--- src/design/cell_port_pkg.sv ---
// Purpose: shared constants of the cell port, both ends
// Assumes: byte wide cells, four channels, one reference clock per end
// Notes: link timing counts derive from the reference clock period
package cell_port_pkg;
    localparam int CELL_LEN = 53;
    localparam int HDR_LEN = 4;
    localparam int PAY_OFS = 5;
    localparam int PAY_LEN = CELL_LEN - PAY_OFS;
    localparam int IN_SLACK = 4;
    localparam int FIFO_SLACK = 2;
    localparam int SYNC_LEN = 3;
    localparam int NUM_CH = 4;
    localparam int CH_W = 2;
    localparam int HDR_W = 32;
    localparam int MIN_CLK_RATIO = 3;
    localparam int REF_PERIOD_NS = 8;
    localparam int LINK_PERIOD_NS = 160;
    localparam int LINK_HALF = LINK_PERIOD_NS / (2 * REF_PERIOD_NS);
    localparam int IN_DEPTH_DEF = 256;
    localparam int OUT_DEPTH_DEF = 256;
    localparam int TAG_LEN_DEF = 0;
endpackage

--- src/design/cell_port_if.sv ---
// Purpose: pins between the cell master and the cell port device
// Assumes: the master makes both link clocks
// Notes: shared pins change meaning with the interface mode bit;
//   cell_in_space_avail doubles as cell_in_fifo_full_n,
//   cell_in_enable_n as cell_in_write_strobe_n,
//   cell_out_cell_ready as cell_out_fifo_empty_n,
//   cell_out_enable_n as the read strobe
interface cell_port_if;
    logic cell_in_clock;
    logic cell_out_clock;
    logic [7:0] cell_in_bus;
    logic cell_in_first_byte;
    logic cell_in_enable_n;
    logic cell_in_space_avail;
    logic [7:0] cell_out_bus_o;
    logic cell_out_first_byte_o;
    logic cell_out_oe;
    logic cell_out_cell_ready;
    logic cell_out_enable_n;
    logic cell_out_drive_enable;
    // released pins show the inverse of the last value
    wire [7:0] cell_out_bus = cell_out_oe ? cell_out_bus_o : ~cell_out_bus_o;
    wire cell_out_first_byte =
        cell_out_oe ? cell_out_first_byte_o : ~cell_out_first_byte_o;

    modport device (
        input cell_in_clock, cell_out_clock, cell_in_bus,
        input cell_in_first_byte, cell_in_enable_n,
        input cell_out_enable_n, cell_out_drive_enable,
        output cell_in_space_avail, cell_out_bus_o,
        output cell_out_first_byte_o, cell_out_oe, cell_out_cell_ready
    );
    modport host (
        output cell_in_clock, cell_out_clock, cell_in_bus,
        output cell_in_first_byte, cell_in_enable_n,
        output cell_out_enable_n, cell_out_drive_enable,
        input cell_in_space_avail, cell_out_bus, cell_out_first_byte,
        input cell_out_cell_ready
    );
endinterface

--- src/design/two_entry_buffer.sv ---
// Purpose: two-entry buffer with valid and ready on both sides
// Assumes: one clock, pop and push in one cycle allowed
// Notes: full stalls the source, so no word is lost on a stall
module two_entry_buffer
    import cell_port_pkg::*;
#(
    parameter int WIDTH = 8
) (
    input wire logic ref_clk,
    input wire logic nrst,
    input wire logic [WIDTH-1:0] in_data,
    input wire logic in_valid,
    output logic in_ready,
    output logic [WIDTH-1:0] out_data,
    output logic out_valid,
    input wire logic out_ready
);
    logic [WIDTH-1:0] slot_q [2];
    logic [1:0] cnt_q;
    logic push;
    logic pop;

    if (WIDTH < 1) begin : g_bad_width
        $error("two_entry_buffer: WIDTH must be at least 1");
    end

    assign in_ready = cnt_q != 2'h2;
    assign out_valid = cnt_q != 2'h0;
    assign out_data = slot_q[0];
    assign push = in_valid & in_ready;
    assign pop = out_valid & out_ready;

    always_ff @(posedge ref_clk or negedge nrst) begin
        if (!nrst) begin
            slot_q[0] <= '0;
            slot_q[1] <= '0;
            cnt_q <= 2'h0;
        end else begin
            case ({push, pop})
                2'b10: begin
                    slot_q[cnt_q[0]] <= in_data;
                    cnt_q <= cnt_q + 2'h1;
                end
                2'b01: begin
                    slot_q[0] <= slot_q[1];
                    cnt_q <= cnt_q - 2'h1;
                end
                2'b11: begin
                    if (cnt_q == 2'h1) begin
                        slot_q[0] <= in_data;
                    end else begin
                        slot_q[0] <= slot_q[1];
                        slot_q[1] <= in_data;
                    end
                end
                default: begin
                end
            endcase
        end
    end
endmodule

--- src/design/cell_port_device.sv ---
// Purpose: cell input and output port of a four-channel AAL1 device
// Assumes: both link clocks come from the master and are sampled here
// Notes: link pins pass three flops; a level counts when stages agree
// Function
// - master input clock above three line clocks
// - input byte sampled at input clock fall
// - start flag marks first byte, sampled fall
// - space flag per whole cell, four-byte slack; code asks two payloads free
// - fifo full flag low, two-byte slack
// - utopia mode: enable qualifies input bytes
// - fifo mode: same pin is write strobe
// - master output clock above three line clocks
// - output bytes and tag valid at rise
// - start flag on first byte or tag
// - cell ready high with complete cell
// - fifo mode: ready pin is empty_n
// - utopia: enable high floats output pins
// - fifo: read strobe never floats pins
// - fifo mode: drive enable floats pins while header check is off
// - matching cells taken, unmatched headers dropped even with header check off
// - reset clears fifos and handshake outputs except tx_ready, which reset sets high
module cell_port_device
    import cell_port_pkg::*;
#(
    parameter int IN_DEPTH = IN_DEPTH_DEF,
    parameter int OUT_DEPTH = OUT_DEPTH_DEF,
    parameter int TAG_LEN = TAG_LEN_DEF
) (
    input wire logic ref_clk,
    input wire logic nrst,
    cell_port_if.device link,
    input wire logic utopia_mode,
    input wire logic header_check_enable,
    input wire logic [HDR_W-1:0] channel_header [NUM_CH],
    input wire logic [NUM_CH-1:0] channel_enable,
    output logic [7:0] rx_data,
    output logic [CH_W-1:0] rx_channel,
    output logic rx_first,
    output logic rx_valid,
    input wire logic rx_ready,
    input wire logic [7:0] tx_data,
    input wire logic tx_valid,
    output logic tx_ready
);
    localparam int IAW = $clog2(IN_DEPTH);
    localparam int OAW = $clog2(OUT_DEPTH);
    localparam int UNIT = CELL_LEN + TAG_LEN;

    if (IN_DEPTH != (1 << IAW) || IN_DEPTH < 2 * PAY_LEN + IN_SLACK ||
        OUT_DEPTH != (1 << OAW) || OUT_DEPTH < UNIT ||
        TAG_LEN < 0 || UNIT > 127) begin : g_bad_param
        $error("cell_port_device: unsupported depth or tag length");
    end

    logic [10:0] is_q [SYNC_LEN];
    logic [2:0] os_q [SYNC_LEN];
    logic in_lvl_q;
    logic out_lvl_q;
    logic in_fall;
    logic out_rise;
    logic out_fall;
    logic [7:0] in_bus;
    logic in_soc;
    logic in_take;

    // stage 0 feeds only stage 1; edges look at stages 1 and 2
    always_ff @(posedge ref_clk or negedge nrst) begin
        if (!nrst) begin
            for (int i = 0; i < SYNC_LEN; i++) begin
                is_q[i] <= '0;
                os_q[i] <= '0;
            end
        end else begin
            is_q[0] <= {link.cell_in_clock, link.cell_in_first_byte,
                        link.cell_in_enable_n, link.cell_in_bus};
            os_q[0] <= {link.cell_out_clock, link.cell_out_enable_n,
                        link.cell_out_drive_enable};
            for (int i = 1; i < SYNC_LEN; i++) begin
                is_q[i] <= is_q[i-1];
                os_q[i] <= os_q[i-1];
            end
        end
    end

    always_ff @(posedge ref_clk or negedge nrst) begin
        if (!nrst) begin
            in_lvl_q <= 1'b0;
            out_lvl_q <= 1'b0;
        end else begin
            if (is_q[1][10] == is_q[2][10]) begin
                in_lvl_q <= is_q[2][10];
            end
            if (os_q[1][2] == os_q[2][2]) begin
                out_lvl_q <= os_q[2][2];
            end
        end
    end

    assign in_fall = (is_q[1][10] == is_q[2][10]) & in_lvl_q & ~is_q[2][10];
    assign out_rise = (os_q[1][2] == os_q[2][2]) & ~out_lvl_q & os_q[2][2];
    assign out_fall = (os_q[1][2] == os_q[2][2]) & out_lvl_q & ~os_q[2][2];
    assign in_bus = is_q[2][7:0];
    assign in_soc = is_q[2][9];
    assign in_take = in_fall & ~is_q[2][8];

    logic [23:0] hdr_q;
    logic hit;
    logic [CH_W-1:0] hit_ch;

    always_comb begin
        hit = 1'b0;
        hit_ch = '0;
        for (int i = NUM_CH - 1; i >= 0; i--) begin
            if (channel_enable[i] && channel_header[i] == {hdr_q, in_bus}) begin
                hit = 1'b1;
                hit_ch = CH_W'(i);
            end
        end
    end

    logic [9:0] imem [IN_DEPTH];
    logic [IAW:0] iwr_q;
    logic [IAW:0] icm_q;
    logic [IAW:0] ird_q;
    logic [5:0] ibyte_q;
    logic in_cell_q;
    logic keep_q;
    logic drop_q;
    logic [CH_W-1:0] ich_q;
    logic [IAW:0] ifree;
    logic ipay;
    logic iwrite;

    assign ifree = (IAW+1)'(IN_DEPTH) - (iwr_q - ird_q);
    assign ipay = in_take & ~in_soc & in_cell_q & (ibyte_q >= 6'(PAY_OFS));
    assign iwrite = ipay & keep_q & ~drop_q & (ifree != '0);

    always_ff @(posedge ref_clk) begin
        if (iwrite) begin
            imem[iwr_q[IAW-1:0]] <= {ich_q, in_bus};
        end
    end

    always_ff @(posedge ref_clk or negedge nrst) begin
        if (!nrst) begin
            iwr_q <= '0;
            icm_q <= '0;
            ibyte_q <= 6'h00;
            in_cell_q <= 1'b0;
            keep_q <= 1'b0;
            drop_q <= 1'b0;
            ich_q <= '0;
            hdr_q <= 24'h000000;
        end else if (in_take && in_soc) begin
            iwr_q <= icm_q;
            ibyte_q <= 6'h01;
            in_cell_q <= 1'b1;
            keep_q <= 1'b0;
            drop_q <= 1'b0;
            hdr_q <= {16'h0000, in_bus};
        end else if (in_take && in_cell_q) begin
            ibyte_q <= ibyte_q + 6'h01;
            if (ibyte_q < 6'(HDR_LEN - 1)) begin
                hdr_q <= {hdr_q[15:0], in_bus};
            end
            if (ibyte_q == 6'(HDR_LEN - 1)) begin
                keep_q <= hit;
                ich_q <= hit_ch;
            end
            if (iwrite) begin
                iwr_q <= iwr_q + 1'b1;
            end else if (ipay && keep_q) begin
                // overflow spoils the whole cell
                drop_q <= 1'b1;
            end
            if (ibyte_q == 6'(CELL_LEN - 1)) begin
                in_cell_q <= 1'b0;
                if (iwrite) begin
                    icm_q <= iwr_q + 1'b1;
                end else begin
                    iwr_q <= icm_q;
                end
            end
        end
    end

    logic space_q;

    // conservative: a cell in flight may still need a full payload
    always_ff @(posedge ref_clk or negedge nrst) begin
        if (!nrst) begin
            space_q <= 1'b0;
        end else if (in_fall) begin
            if (utopia_mode) begin
                // room for two whole payloads
                space_q <= ifree >= (IAW+1)'(2 * PAY_LEN);
            end else begin
                space_q <= ifree > (IAW+1)'(FIFO_SLACK);
            end
        end
    end

    logic [5:0] rcnt_q;
    logic ipend;
    logic rb_ready;

    assign ipend = ird_q != icm_q;

    always_ff @(posedge ref_clk or negedge nrst) begin
        if (!nrst) begin
            ird_q <= '0;
            rcnt_q <= 6'h00;
        end else if (ipend && rb_ready) begin
            ird_q <= ird_q + 1'b1;
            rcnt_q <= (rcnt_q == 6'(PAY_LEN - 1)) ? 6'h00 : rcnt_q + 6'h01;
        end
    end

    two_entry_buffer #(.WIDTH(11)) rx_buf (
        .ref_clk(ref_clk),
        .nrst(nrst),
        .in_data({rcnt_q == 6'h00, imem[ird_q[IAW-1:0]]}),
        .in_valid(ipend),
        .in_ready(rb_ready),
        .out_data({rx_first, rx_channel, rx_data}),
        .out_valid(rx_valid),
        .out_ready(rx_ready)
    );

    logic [7:0] tb_data;
    logic tb_valid;
    logic tb_ready;
    logic [7:0] omem [OUT_DEPTH];
    logic [OAW:0] owr_q;
    logic [OAW:0] ord_q;
    logic [6:0] wcnt_q;
    logic opush;
    logic ocommit;

    two_entry_buffer #(.WIDTH(8)) tx_buf (
        .ref_clk(ref_clk),
        .nrst(nrst),
        .in_data(tx_data),
        .in_valid(tx_valid),
        .in_ready(tx_ready),
        .out_data(tb_data),
        .out_valid(tb_valid),
        .out_ready(tb_ready)
    );

    assign tb_ready = (owr_q - ord_q) != (OAW+1)'(OUT_DEPTH);
    assign opush = tb_valid & tb_ready;
    assign ocommit = opush & (wcnt_q == 7'(UNIT - 1));

    always_ff @(posedge ref_clk) begin
        if (opush) begin
            omem[owr_q[OAW-1:0]] <= tb_data;
        end
    end

    always_ff @(posedge ref_clk or negedge nrst) begin
        if (!nrst) begin
            owr_q <= '0;
            wcnt_q <= 7'h00;
        end else if (opush) begin
            owr_q <= owr_q + 1'b1;
            wcnt_q <= ocommit ? 7'h00 : wcnt_q + 7'h01;
        end
    end

    logic [OAW:0] units_q;
    logic [OAW:0] units_d;
    logic busy_q;
    logic [6:0] ocnt_q;
    logic en_seen_q;
    logic ostep;
    logic ostart;
    logic olast;
    logic [7:0] bus_q;
    logic soc_q;
    logic oe_q;
    logic ready_q;

    assign ostep = out_rise & en_seen_q & (busy_q | (units_q != '0));
    assign ostart = ostep & ~busy_q;
    assign olast = ocnt_q == 7'(UNIT - 1);
    assign units_d = units_q + (OAW+1)'(ocommit) - (OAW+1)'(ostart);

    always_ff @(posedge ref_clk or negedge nrst) begin
        if (!nrst) begin
            units_q <= '0;
        end else begin
            units_q <= units_d;
        end
    end

    always_ff @(posedge ref_clk or negedge nrst) begin
        if (!nrst) begin
            ord_q <= '0;
            busy_q <= 1'b0;
            ocnt_q <= 7'h00;
            bus_q <= 8'h00;
            soc_q <= 1'b0;
        end else if (ostep) begin
            bus_q <= omem[ord_q[OAW-1:0]];
            soc_q <= ocnt_q == 7'h00;
            ord_q <= ord_q + 1'b1;
            ocnt_q <= olast ? 7'h00 : ocnt_q + 7'h01;
            busy_q <= ~olast;
        end
    end

    always_ff @(posedge ref_clk or negedge nrst) begin
        if (!nrst) begin
            ready_q <= 1'b0;
        end else if (out_rise) begin
            ready_q <= units_d != '0;
        end
    end

    always_ff @(posedge ref_clk or negedge nrst) begin
        if (!nrst) begin
            en_seen_q <= 1'b0;
            oe_q <= 1'b0;
        end else if (out_fall) begin
            en_seen_q <= ~os_q[2][1];
            if (utopia_mode) begin
                oe_q <= ~os_q[2][1];
            end else begin
                oe_q <= ~(os_q[2][0] & ~header_check_enable);
            end
        end
    end

    assign link.cell_in_space_avail = space_q;
    assign link.cell_out_bus_o = bus_q;
    assign link.cell_out_first_byte_o = soc_q;
    assign link.cell_out_oe = oe_q;
    assign link.cell_out_cell_ready = ready_q;
endmodule

--- src/flat_wrapper.sv ---
// flat-port wrapper written by rule: the top's interface ports become plain ports
module cell_port_device_flat import cell_port_pkg::*;
#(
    parameter int IN_DEPTH = IN_DEPTH_DEF,
    parameter int OUT_DEPTH = OUT_DEPTH_DEF,
    parameter int TAG_LEN = TAG_LEN_DEF
)
  (ref_clk, nrst, utopia_mode, header_check_enable, channel_header, channel_enable, rx_data, rx_channel, rx_first, rx_valid, rx_ready, tx_data, tx_valid, tx_ready, link_cell_in_clock, link_cell_out_clock, link_cell_in_bus, link_cell_in_first_byte, link_cell_in_enable_n, link_cell_out_enable_n, link_cell_out_drive_enable, link_cell_in_space_avail, link_cell_out_bus_o, link_cell_out_first_byte_o, link_cell_out_oe, link_cell_out_cell_ready);
  cell_port_if link_i ();
  input wire logic ref_clk;
  input wire logic nrst;
  input wire logic utopia_mode;
  input wire logic header_check_enable;
  input wire logic [HDR_W-1:0] channel_header[NUM_CH];
  input wire logic [NUM_CH-1:0] channel_enable;
  output logic [7:0] rx_data;
  output logic [CH_W-1:0] rx_channel;
  output logic rx_first;
  output logic rx_valid;
  input wire logic rx_ready;
  input wire logic [7:0] tx_data;
  input wire logic tx_valid;
  output logic tx_ready;
  input wire logic [$bits(link_i.cell_in_clock)-1:0] link_cell_in_clock;
  input wire logic [$bits(link_i.cell_out_clock)-1:0] link_cell_out_clock;
  input wire logic [$bits(link_i.cell_in_bus)-1:0] link_cell_in_bus;
  input wire logic [$bits(link_i.cell_in_first_byte)-1:0] link_cell_in_first_byte;
  input wire logic [$bits(link_i.cell_in_enable_n)-1:0] link_cell_in_enable_n;
  input wire logic [$bits(link_i.cell_out_enable_n)-1:0] link_cell_out_enable_n;
  input wire logic [$bits(link_i.cell_out_drive_enable)-1:0] link_cell_out_drive_enable;
  output wire logic [$bits(link_i.cell_in_space_avail)-1:0] link_cell_in_space_avail;
  output wire logic [$bits(link_i.cell_out_bus_o)-1:0] link_cell_out_bus_o;
  output wire logic [$bits(link_i.cell_out_first_byte_o)-1:0] link_cell_out_first_byte_o;
  output wire logic [$bits(link_i.cell_out_oe)-1:0] link_cell_out_oe;
  output wire logic [$bits(link_i.cell_out_cell_ready)-1:0] link_cell_out_cell_ready;
  assign link_i.cell_in_clock = link_cell_in_clock;
  assign link_i.cell_out_clock = link_cell_out_clock;
  assign link_i.cell_in_bus = link_cell_in_bus;
  assign link_i.cell_in_first_byte = link_cell_in_first_byte;
  assign link_i.cell_in_enable_n = link_cell_in_enable_n;
  assign link_i.cell_out_enable_n = link_cell_out_enable_n;
  assign link_i.cell_out_drive_enable = link_cell_out_drive_enable;
  assign link_cell_in_space_avail = link_i.cell_in_space_avail;
  assign link_cell_out_bus_o = link_i.cell_out_bus_o;
  assign link_cell_out_first_byte_o = link_i.cell_out_first_byte_o;
  assign link_cell_out_oe = link_i.cell_out_oe;
  assign link_cell_out_cell_ready = link_i.cell_out_cell_ready;
  cell_port_device #(.IN_DEPTH(IN_DEPTH), .OUT_DEPTH(OUT_DEPTH), .TAG_LEN(TAG_LEN)) u_core (.ref_clk(ref_clk), .nrst(nrst), .link(link_i), .utopia_mode(utopia_mode), .header_check_enable(header_check_enable), .channel_header(channel_header), .channel_enable(channel_enable), .rx_data(rx_data), .rx_channel(rx_channel), .rx_first(rx_first), .rx_valid(rx_valid), .rx_ready(rx_ready), .tx_data(tx_data), .tx_valid(tx_valid), .tx_ready(tx_ready));
endmodule
--- config.mk ---
export PLATFORM = sky130hd
export DESIGN_NAME = cell_port_device_flat
export DESIGN_NICKNAME = d
export VERILOG_FILES = /design/src/design/cell_port_pkg.sv /design/src/design/cell_port_if.sv /design/src/design/two_entry_buffer.sv /design/src/design/cell_port_device.sv /design/src/flat_wrapper.sv
export SDC_FILE = /design/constraint.sdc
export NUM_CORES = 2
export LEC_CHECK = 0
export BUFFER_PORTS_ARGS = -buffer_cell sky130_fd_sc_hd__buf_2
export CAP_MARGIN = 10
export CORE_ASPECT_RATIO = 1.25
export CORE_MARGIN = 1.5
export CORE_UTILIZATION = 30
export CTS_CLUSTER_SIZE = 14
export DETAILED_ROUTE_END_ITERATION = 16
export GPL_TIMING_DRIVEN = 0
export PLACE_DENSITY = 0.49
export RECOVER_POWER = 50
export SLEW_MARGIN = 40
export SYNTH_ARGS = -nofsm -noshare
export SYNTH_HDL_FRONTEND = slang
export SYNTH_MEMORY_MAX_BITS = 65536
export SYNTH_SLANG_ARGS = --single-unit
export TNS_END_PERCENT = 30
--- constraint.sdc ---
create_clock -name ref_clk -period 8.4 [get_ports ref_clk]
set_clock_uncertainty 0.15 [all_clocks]
set_input_delay 0.42 -clock ref_clk [delete_from_list [all_inputs] [get_ports ref_clk]]
set_output_delay 0.42 -clock ref_clk [all_outputs]
set_load 0.03 [all_outputs]
==> out/results.env <==
STATUS='complete, but fails checks'
VIOLATIONS_IN_THE_FINAL_REPORTS='capacitance limit, slew limit'
FINAL_WIRELENGTH_MM=743
HPWLAFTERDP_MM=512
CRITICAL_PATH.CELL_CHAIN='clkbuf_1, clkbuf_1, clkbuf_1, clkbuf_1, buf_12'
VIAS=104115
TIMING_HOLD_VIOLATIONS_FINAL=0
WORST_CASE_HOLD_PATH_END_POINT='u_core.is_q[19]'
H-TREE-DEPTH=6
GRT_START_MAX_NET_PINS=73
GLOBALROUTEOVERFLOWTOTAL=0
WORST_HOLD_PATH_TYPE='reg -> reg'
SYNTHESIS.INSTANCES=9052
RR_WORST_DEPTH=5
CRITPATHLAUNCHTYPE='flop'
POST_ROUTE_CELLS_DRIVE_ABOVE_1_SHARE=0.316
ROOT_BUFFER_CELL='sky130_fd_sc_hd__clkbuf_16'
SYN_AREA_UM2=190000
WORST-PATH-MAX-FANOUT=44
GRT_SETUP_UNREPAIRED='false'
MAX_FREQ_MHz=126
SYN-MEAN-INSTANCE-AREA_UM2=21.0
CTS_TREE='done'
NUMCLOCKSINKS=4817
STD_CELL_ROWS=326
FINALMAXSLEWVIOLATIONS=4443
ENDPOINT_ARRIVAL_TIME_ON_THE_CRITICAL_PATH_NS=8.60
WORST-SLEW-PIN-TRANSITION_NS=3.97
PART_OF_THE_TOTAL_POWER_DISSIPATED_IN_THE_CLOCK_NETWORK=0.348
DRT-WIRELENGTH-PER-CELL_UM=39.4
CPPEAKSTAGEDELAY_NS=1.90
DIE_X_UM=715
CRIT_SLOWEST_CELL='sky130_fd_sc_hd__clkbuf_1'
WORST_CASE_VDD_IR_DROP_mV=0.264
FINALCRITPERIODSHARE=0.945
POWER_SWITCHING_mW=19.0
DRV_CAP=95
PLACE_INST=17861
GRT_USAGE=0.227
FIN_CELLS=18862
POSTSYNTH.ASYNCRESETSHARE=0.0434
CRIT_TOP_CELL='sky130_fd_sc_hd__clkbuf_1'
AREA_GROWTH_PCT=17.7
INITIAL_UTILIZATION=0.301
ORIGIN_OF_THE_CRITICAL_FLOP_TO_FLOP_PATH='u_core.in_bus[1]'
INPUT_OUTPUT_BUFFERS=184
FINAL_AREA_UM2=224000
SYNTH-EDFF-COUNT=4608
PLACE.GP.CONGESTION=0.962
COMB_POWER_SHARE=0.200
CLKTRANSATPATHREGS_NS=0.06
WORST_MIN_PATH_START='u_core.is_q[30]'
N_FILL_CELL=58252
SETUP.WORST_PATH.END_CLASS='flop'
LAYOUT.NETS=10322
WORSTREG2REGEND='u_core.imem[124][1]'
CORE_REGION_AREA_UM2=631000
MAX-CLOCK-PATH-BUFFERS=4
CLOCK_INSERTION_DELAY_WORST_SKEW_NS=1.13
DRTITER0DRC=14410
WORST_EP_REQUIRED_TIME_NS=9.05
WORSTSETUPPATHTYPE='reg -> reg'
YOSYS_WARNINGS=0
FLOORPLAN.DIE_AREA_UM2=639000
SETUP_FAILING_EPS_FINAL=0
SWITCHING_SHARE=0.294
CTS-RESIZED-GATES=0
WORST_SLEW_MARGIN_REL=-1.64
SEQ_AREA_FRAC_SYNTH=0.755
LEAKAGE_nW=68.9
YOSYS_REGISTER_BITS=4817
FINALWORSTPATHREQUIREDPERIOD_NS=7.94
CHIPHEIGHT_UM=893
ANTENNA_LEFT=0
DETAIL_ROUTE.VIAS_PER_CELL=5.52
R2R_SETUP_SLACK_NS=0.46
PIN_COUNT=185
SYNTH_NETS=9283
POWER.INTERNAL_mW=45.7
GLOBAL_ROUTE_WIRE_LENGTH_BEFORE_REPAIR_MM=971
VIA_COUNT_OF_THE_FIRST_GLOBAL_ROUTING_PASS=104767
DRT_PASS1_ITERATIONS=6
CTS_INSERTED_BUFFERS=520
WORSTHOLDPATHCELLS=0
YOSYS.CELL_TYPES.COUNT=96
CTS_SETUP_BUFFERS=0
DPL-INSTANCE-AREA_UM2=208000
DRC_ERRORS=0
ANTENNA_FOUND_INITIAL=37
P_PER_AREA_nW_PER_UM2=289
SEQ_POWER_SHARE=0.452
SYNTHFLOPTYPE='sky130_fd_sc_hd__edfxtp_1'
==> metal layers <==
layer  vias up  GRT usage  part of all wire
li1      39787          -                 -
met1     56599      0.269              0.36
met2      5961      0.372              0.48
met3      1754     0.0444             0.080
met4        14      0.157             0.084
met5         -          0           0.00011
==> power groups by stage <==
stage | logic, mW | registers [mW] | clock network [mW]
finish | 13.0 | 29.3 | 22.5
global route | 13.4 | 29.3 | 23.5
CTS | 13.5 | 29.0 | 22.7
detailed placement | 13.4 | 29.5 | 0
global placement | 10.4 | 32.3 | 0
floorplan | 6.02 | 30.6 | 0
==> through the flow <==
| step | setup TNS (ns) | setup slack, ns | hold slack (ns) | utilization | power, mW |
|---|---|---|---|---|---|
| finish | 0 | 0.458 | 0.159 | 0.355 | 64.8 |
| global route | 0 | 0.302 | 0.178 | 0.355 | 66.3 |
| CTS | 0 | 0.628 | 0.116 | 0.357 | 65.2 |
| detailed placement | 0 | 0.698 | 0.185 | 0.330 | 43.0 |
| global placement | -430.32 | -1.41 | 0.184 | 0.319 | 42.7 |
| floorplan | 0 | 2.39 | -0.0256 | - | 36.6 |
==> synthesized netlist by cell type (8+ instances only) <==
master	n	area share
sky130_fd_sc_hd__edfxtp_1	4608	0.73
sky130_fd_sc_hd__mux4_2	1270	0.15
sky130_fd_sc_hd__nor2_1	509	0.010
sky130_fd_sc_hd__clkbuf_1	249	0.0049
sky130_fd_sc_hd__nand2_1	238	0.0047
sky130_fd_sc_hd__mux2i_1	217	0.011
sky130_fd_sc_hd__dfrtp_1	209	0.028
sky130_fd_sc_hd__nor3_1	186	0.0049
sky130_fd_sc_hd__buf_2	163	0.0043
sky130_fd_sc_hd__xnor2_1	149	0.0069
sky130_fd_sc_hd__o21ai_0	125	0.0033
sky130_fd_sc_hd__a21oi_1	118	0.0031
sky130_fd_sc_hd__a22oi_1	72	0.0028
sky130_fd_sc_hd__ha_1	69	0.0045
sky130_fd_sc_hd__nand3_1	68	0.0018
sky130_fd_sc_hd__inv_1	61	0.0012
sky130_fd_sc_hd__a221oi_1	54	0.0025
sky130_fd_sc_hd__buf_4	51	0.0020
sky130_fd_sc_hd__nand4_1	51	0.0017
sky130_fd_sc_hd__xor2_1	46	0.0021
sky130_fd_sc_hd__buf_1	44	0.00087
sky130_fd_sc_hd__o22ai_1	38	0.0013
sky130_fd_sc_hd__a211oi_1	36	0.0014
sky130_fd_sc_hd__mux2_2	31	0.0018
sky130_fd_sc_hd__nor4_1	30	0.00099
sky130_fd_sc_hd__nor2b_1	29	0.00095
sky130_fd_sc_hd__o221ai_1	28	0.0013
sky130_fd_sc_hd__buf_6	22	0.0013
sky130_fd_sc_hd__a31oi_1	18	0.00059
sky130_fd_sc_hd__a22o_1	17	0.00078
sky130_fd_sc_hd__nand2b_1	17	0.00056
sky130_fd_sc_hd__and2_1	16	0.00053
sky130_fd_sc_hd__or3_1	13	0.00043
sky130_fd_sc_hd__a21o_1	12	0.00047
sky130_fd_sc_hd__o21ai_1	12	0.00032
sky130_fd_sc_hd__buf_8	10	0.00079
sky130_fd_sc_hd__o211ai_1	10	0.00039
sky130_fd_sc_hd__o311a_1	9	0.00047
sky130_fd_sc_hd__a2111oi_0	8	0.00037
sky130_fd_sc_hd__and3_1	8	0.00026
sky130_fd_sc_hd__nor3b_1	8	0.00032
==> cell families after synthesis <==
| logic type | after synthesis | share of synthesized area |
|---|---|---|
| AOI/OAI and AO/OA | 622 | 0.0223 |
| xor gates and xnor gates | 195 | 0.00898 |
| adders and majority gates | 73 | 0.00486 |
| buffers and inverters | 611 | 0.0159 |
| DFF | 4817 | 0.755 |
| muxes | 1518 | 0.164 |
| and+or+nand+nor | 1216 | 0.0292 |
==> area by class of cell <==
cell class,count,area (µm²),area share
Timing Repair Buffer,517,4460,0.0199
Inverter,69,260,0.00116
Tap cell,8364,10500,0.0468
Antenna cell,24,60.1,0.000268
Sequential cell,4817,144000,0.642
Clock buffer,658,13800,0.0617
Clock inverter,247,2440,0.0109
Multi-Input combinational cell,3624,45500,0.203
Buffer,542,3200,0.0143
==> registers in the layout, summed over array words and instances, names as in the netlist, 11 cells and up <==
register	cells
u_core.rx_buf.slot_q	11
u_core.is_q	24
u_core.rx_buf.out_data	11
u_core.imem	2560
u_core.omem	2048
u_core.hdr_q	24
==> worst max-delay path, delay by kind of cell (launching register included) <==
kind                   cells  cell delay [ns]
buffers and inverters      5             6.40
flip-flops                 1             0.89
==> placed cells by master (no fill, tap or decap), drive strengths merged, types with 10 or more instances in the layout <==
cell,netlist,routed
o221ai,28,28
a22oi,72,72
inv,63,95
mux2i,217,217
ha,69,69
nand3,68,68
nor4,30,30
dlygate4sd3,0,66
buf,293,633
nand4,57,57
mux2,31,31
a22o,17,17
xnor2,149,149
nand2b,17,17
o21ai,137,137
a211oi,36,36
clkbuf,249,1017
a21o,12,12
nor3,186,186
xor2,46,46
and2,16,16
nor2,510,510
a221oi,56,56
or3,13,13
a21oi,118,118
clkinv,6,179
nand2,238,238
diode,0,24
dfrtp,209,209
bufinv,0,33
o22ai,38,38
a31oi,18,18
edfxtp,4608,4608
mux4,1270,1270
nor2b,29,29
o211ai,10,10
==> how the worst max path moves through the flow <==
| stage | cells past startpoint | start | slack (ns) | endpoint |
|---|---|---|---|---|
| floorplan | 28 | u_core.ord_q[1] | 2.39 | u_core.link.cell_out_cell_ready |
| global placement | 19 | u_core.ird_q[0] | -1.41 | u_core.imem[63][0] |
| detailed placement | 25 | u_core.ord_q[2] | 0.70 | u_core.link.cell_out_cell_ready |
| CTS | 25 | u_core.ord_q[2] | 0.63 | u_core.link.cell_out_cell_ready |
| global route | 26 | u_core.ord_q[2] | 0.30 | u_core.link.cell_out_cell_ready |
| finish | 5 | u_core.in_bus[1] | 0.46 | u_core.imem[124][1] |
==> what timing repair did <==
item,in CTS,in global routing
endpoints found under the hold margin,211,0
endpoints found under the setup margin,0,0
hold buffers,67,0
No activity file was read; power rests on OpenSTA's default activity.
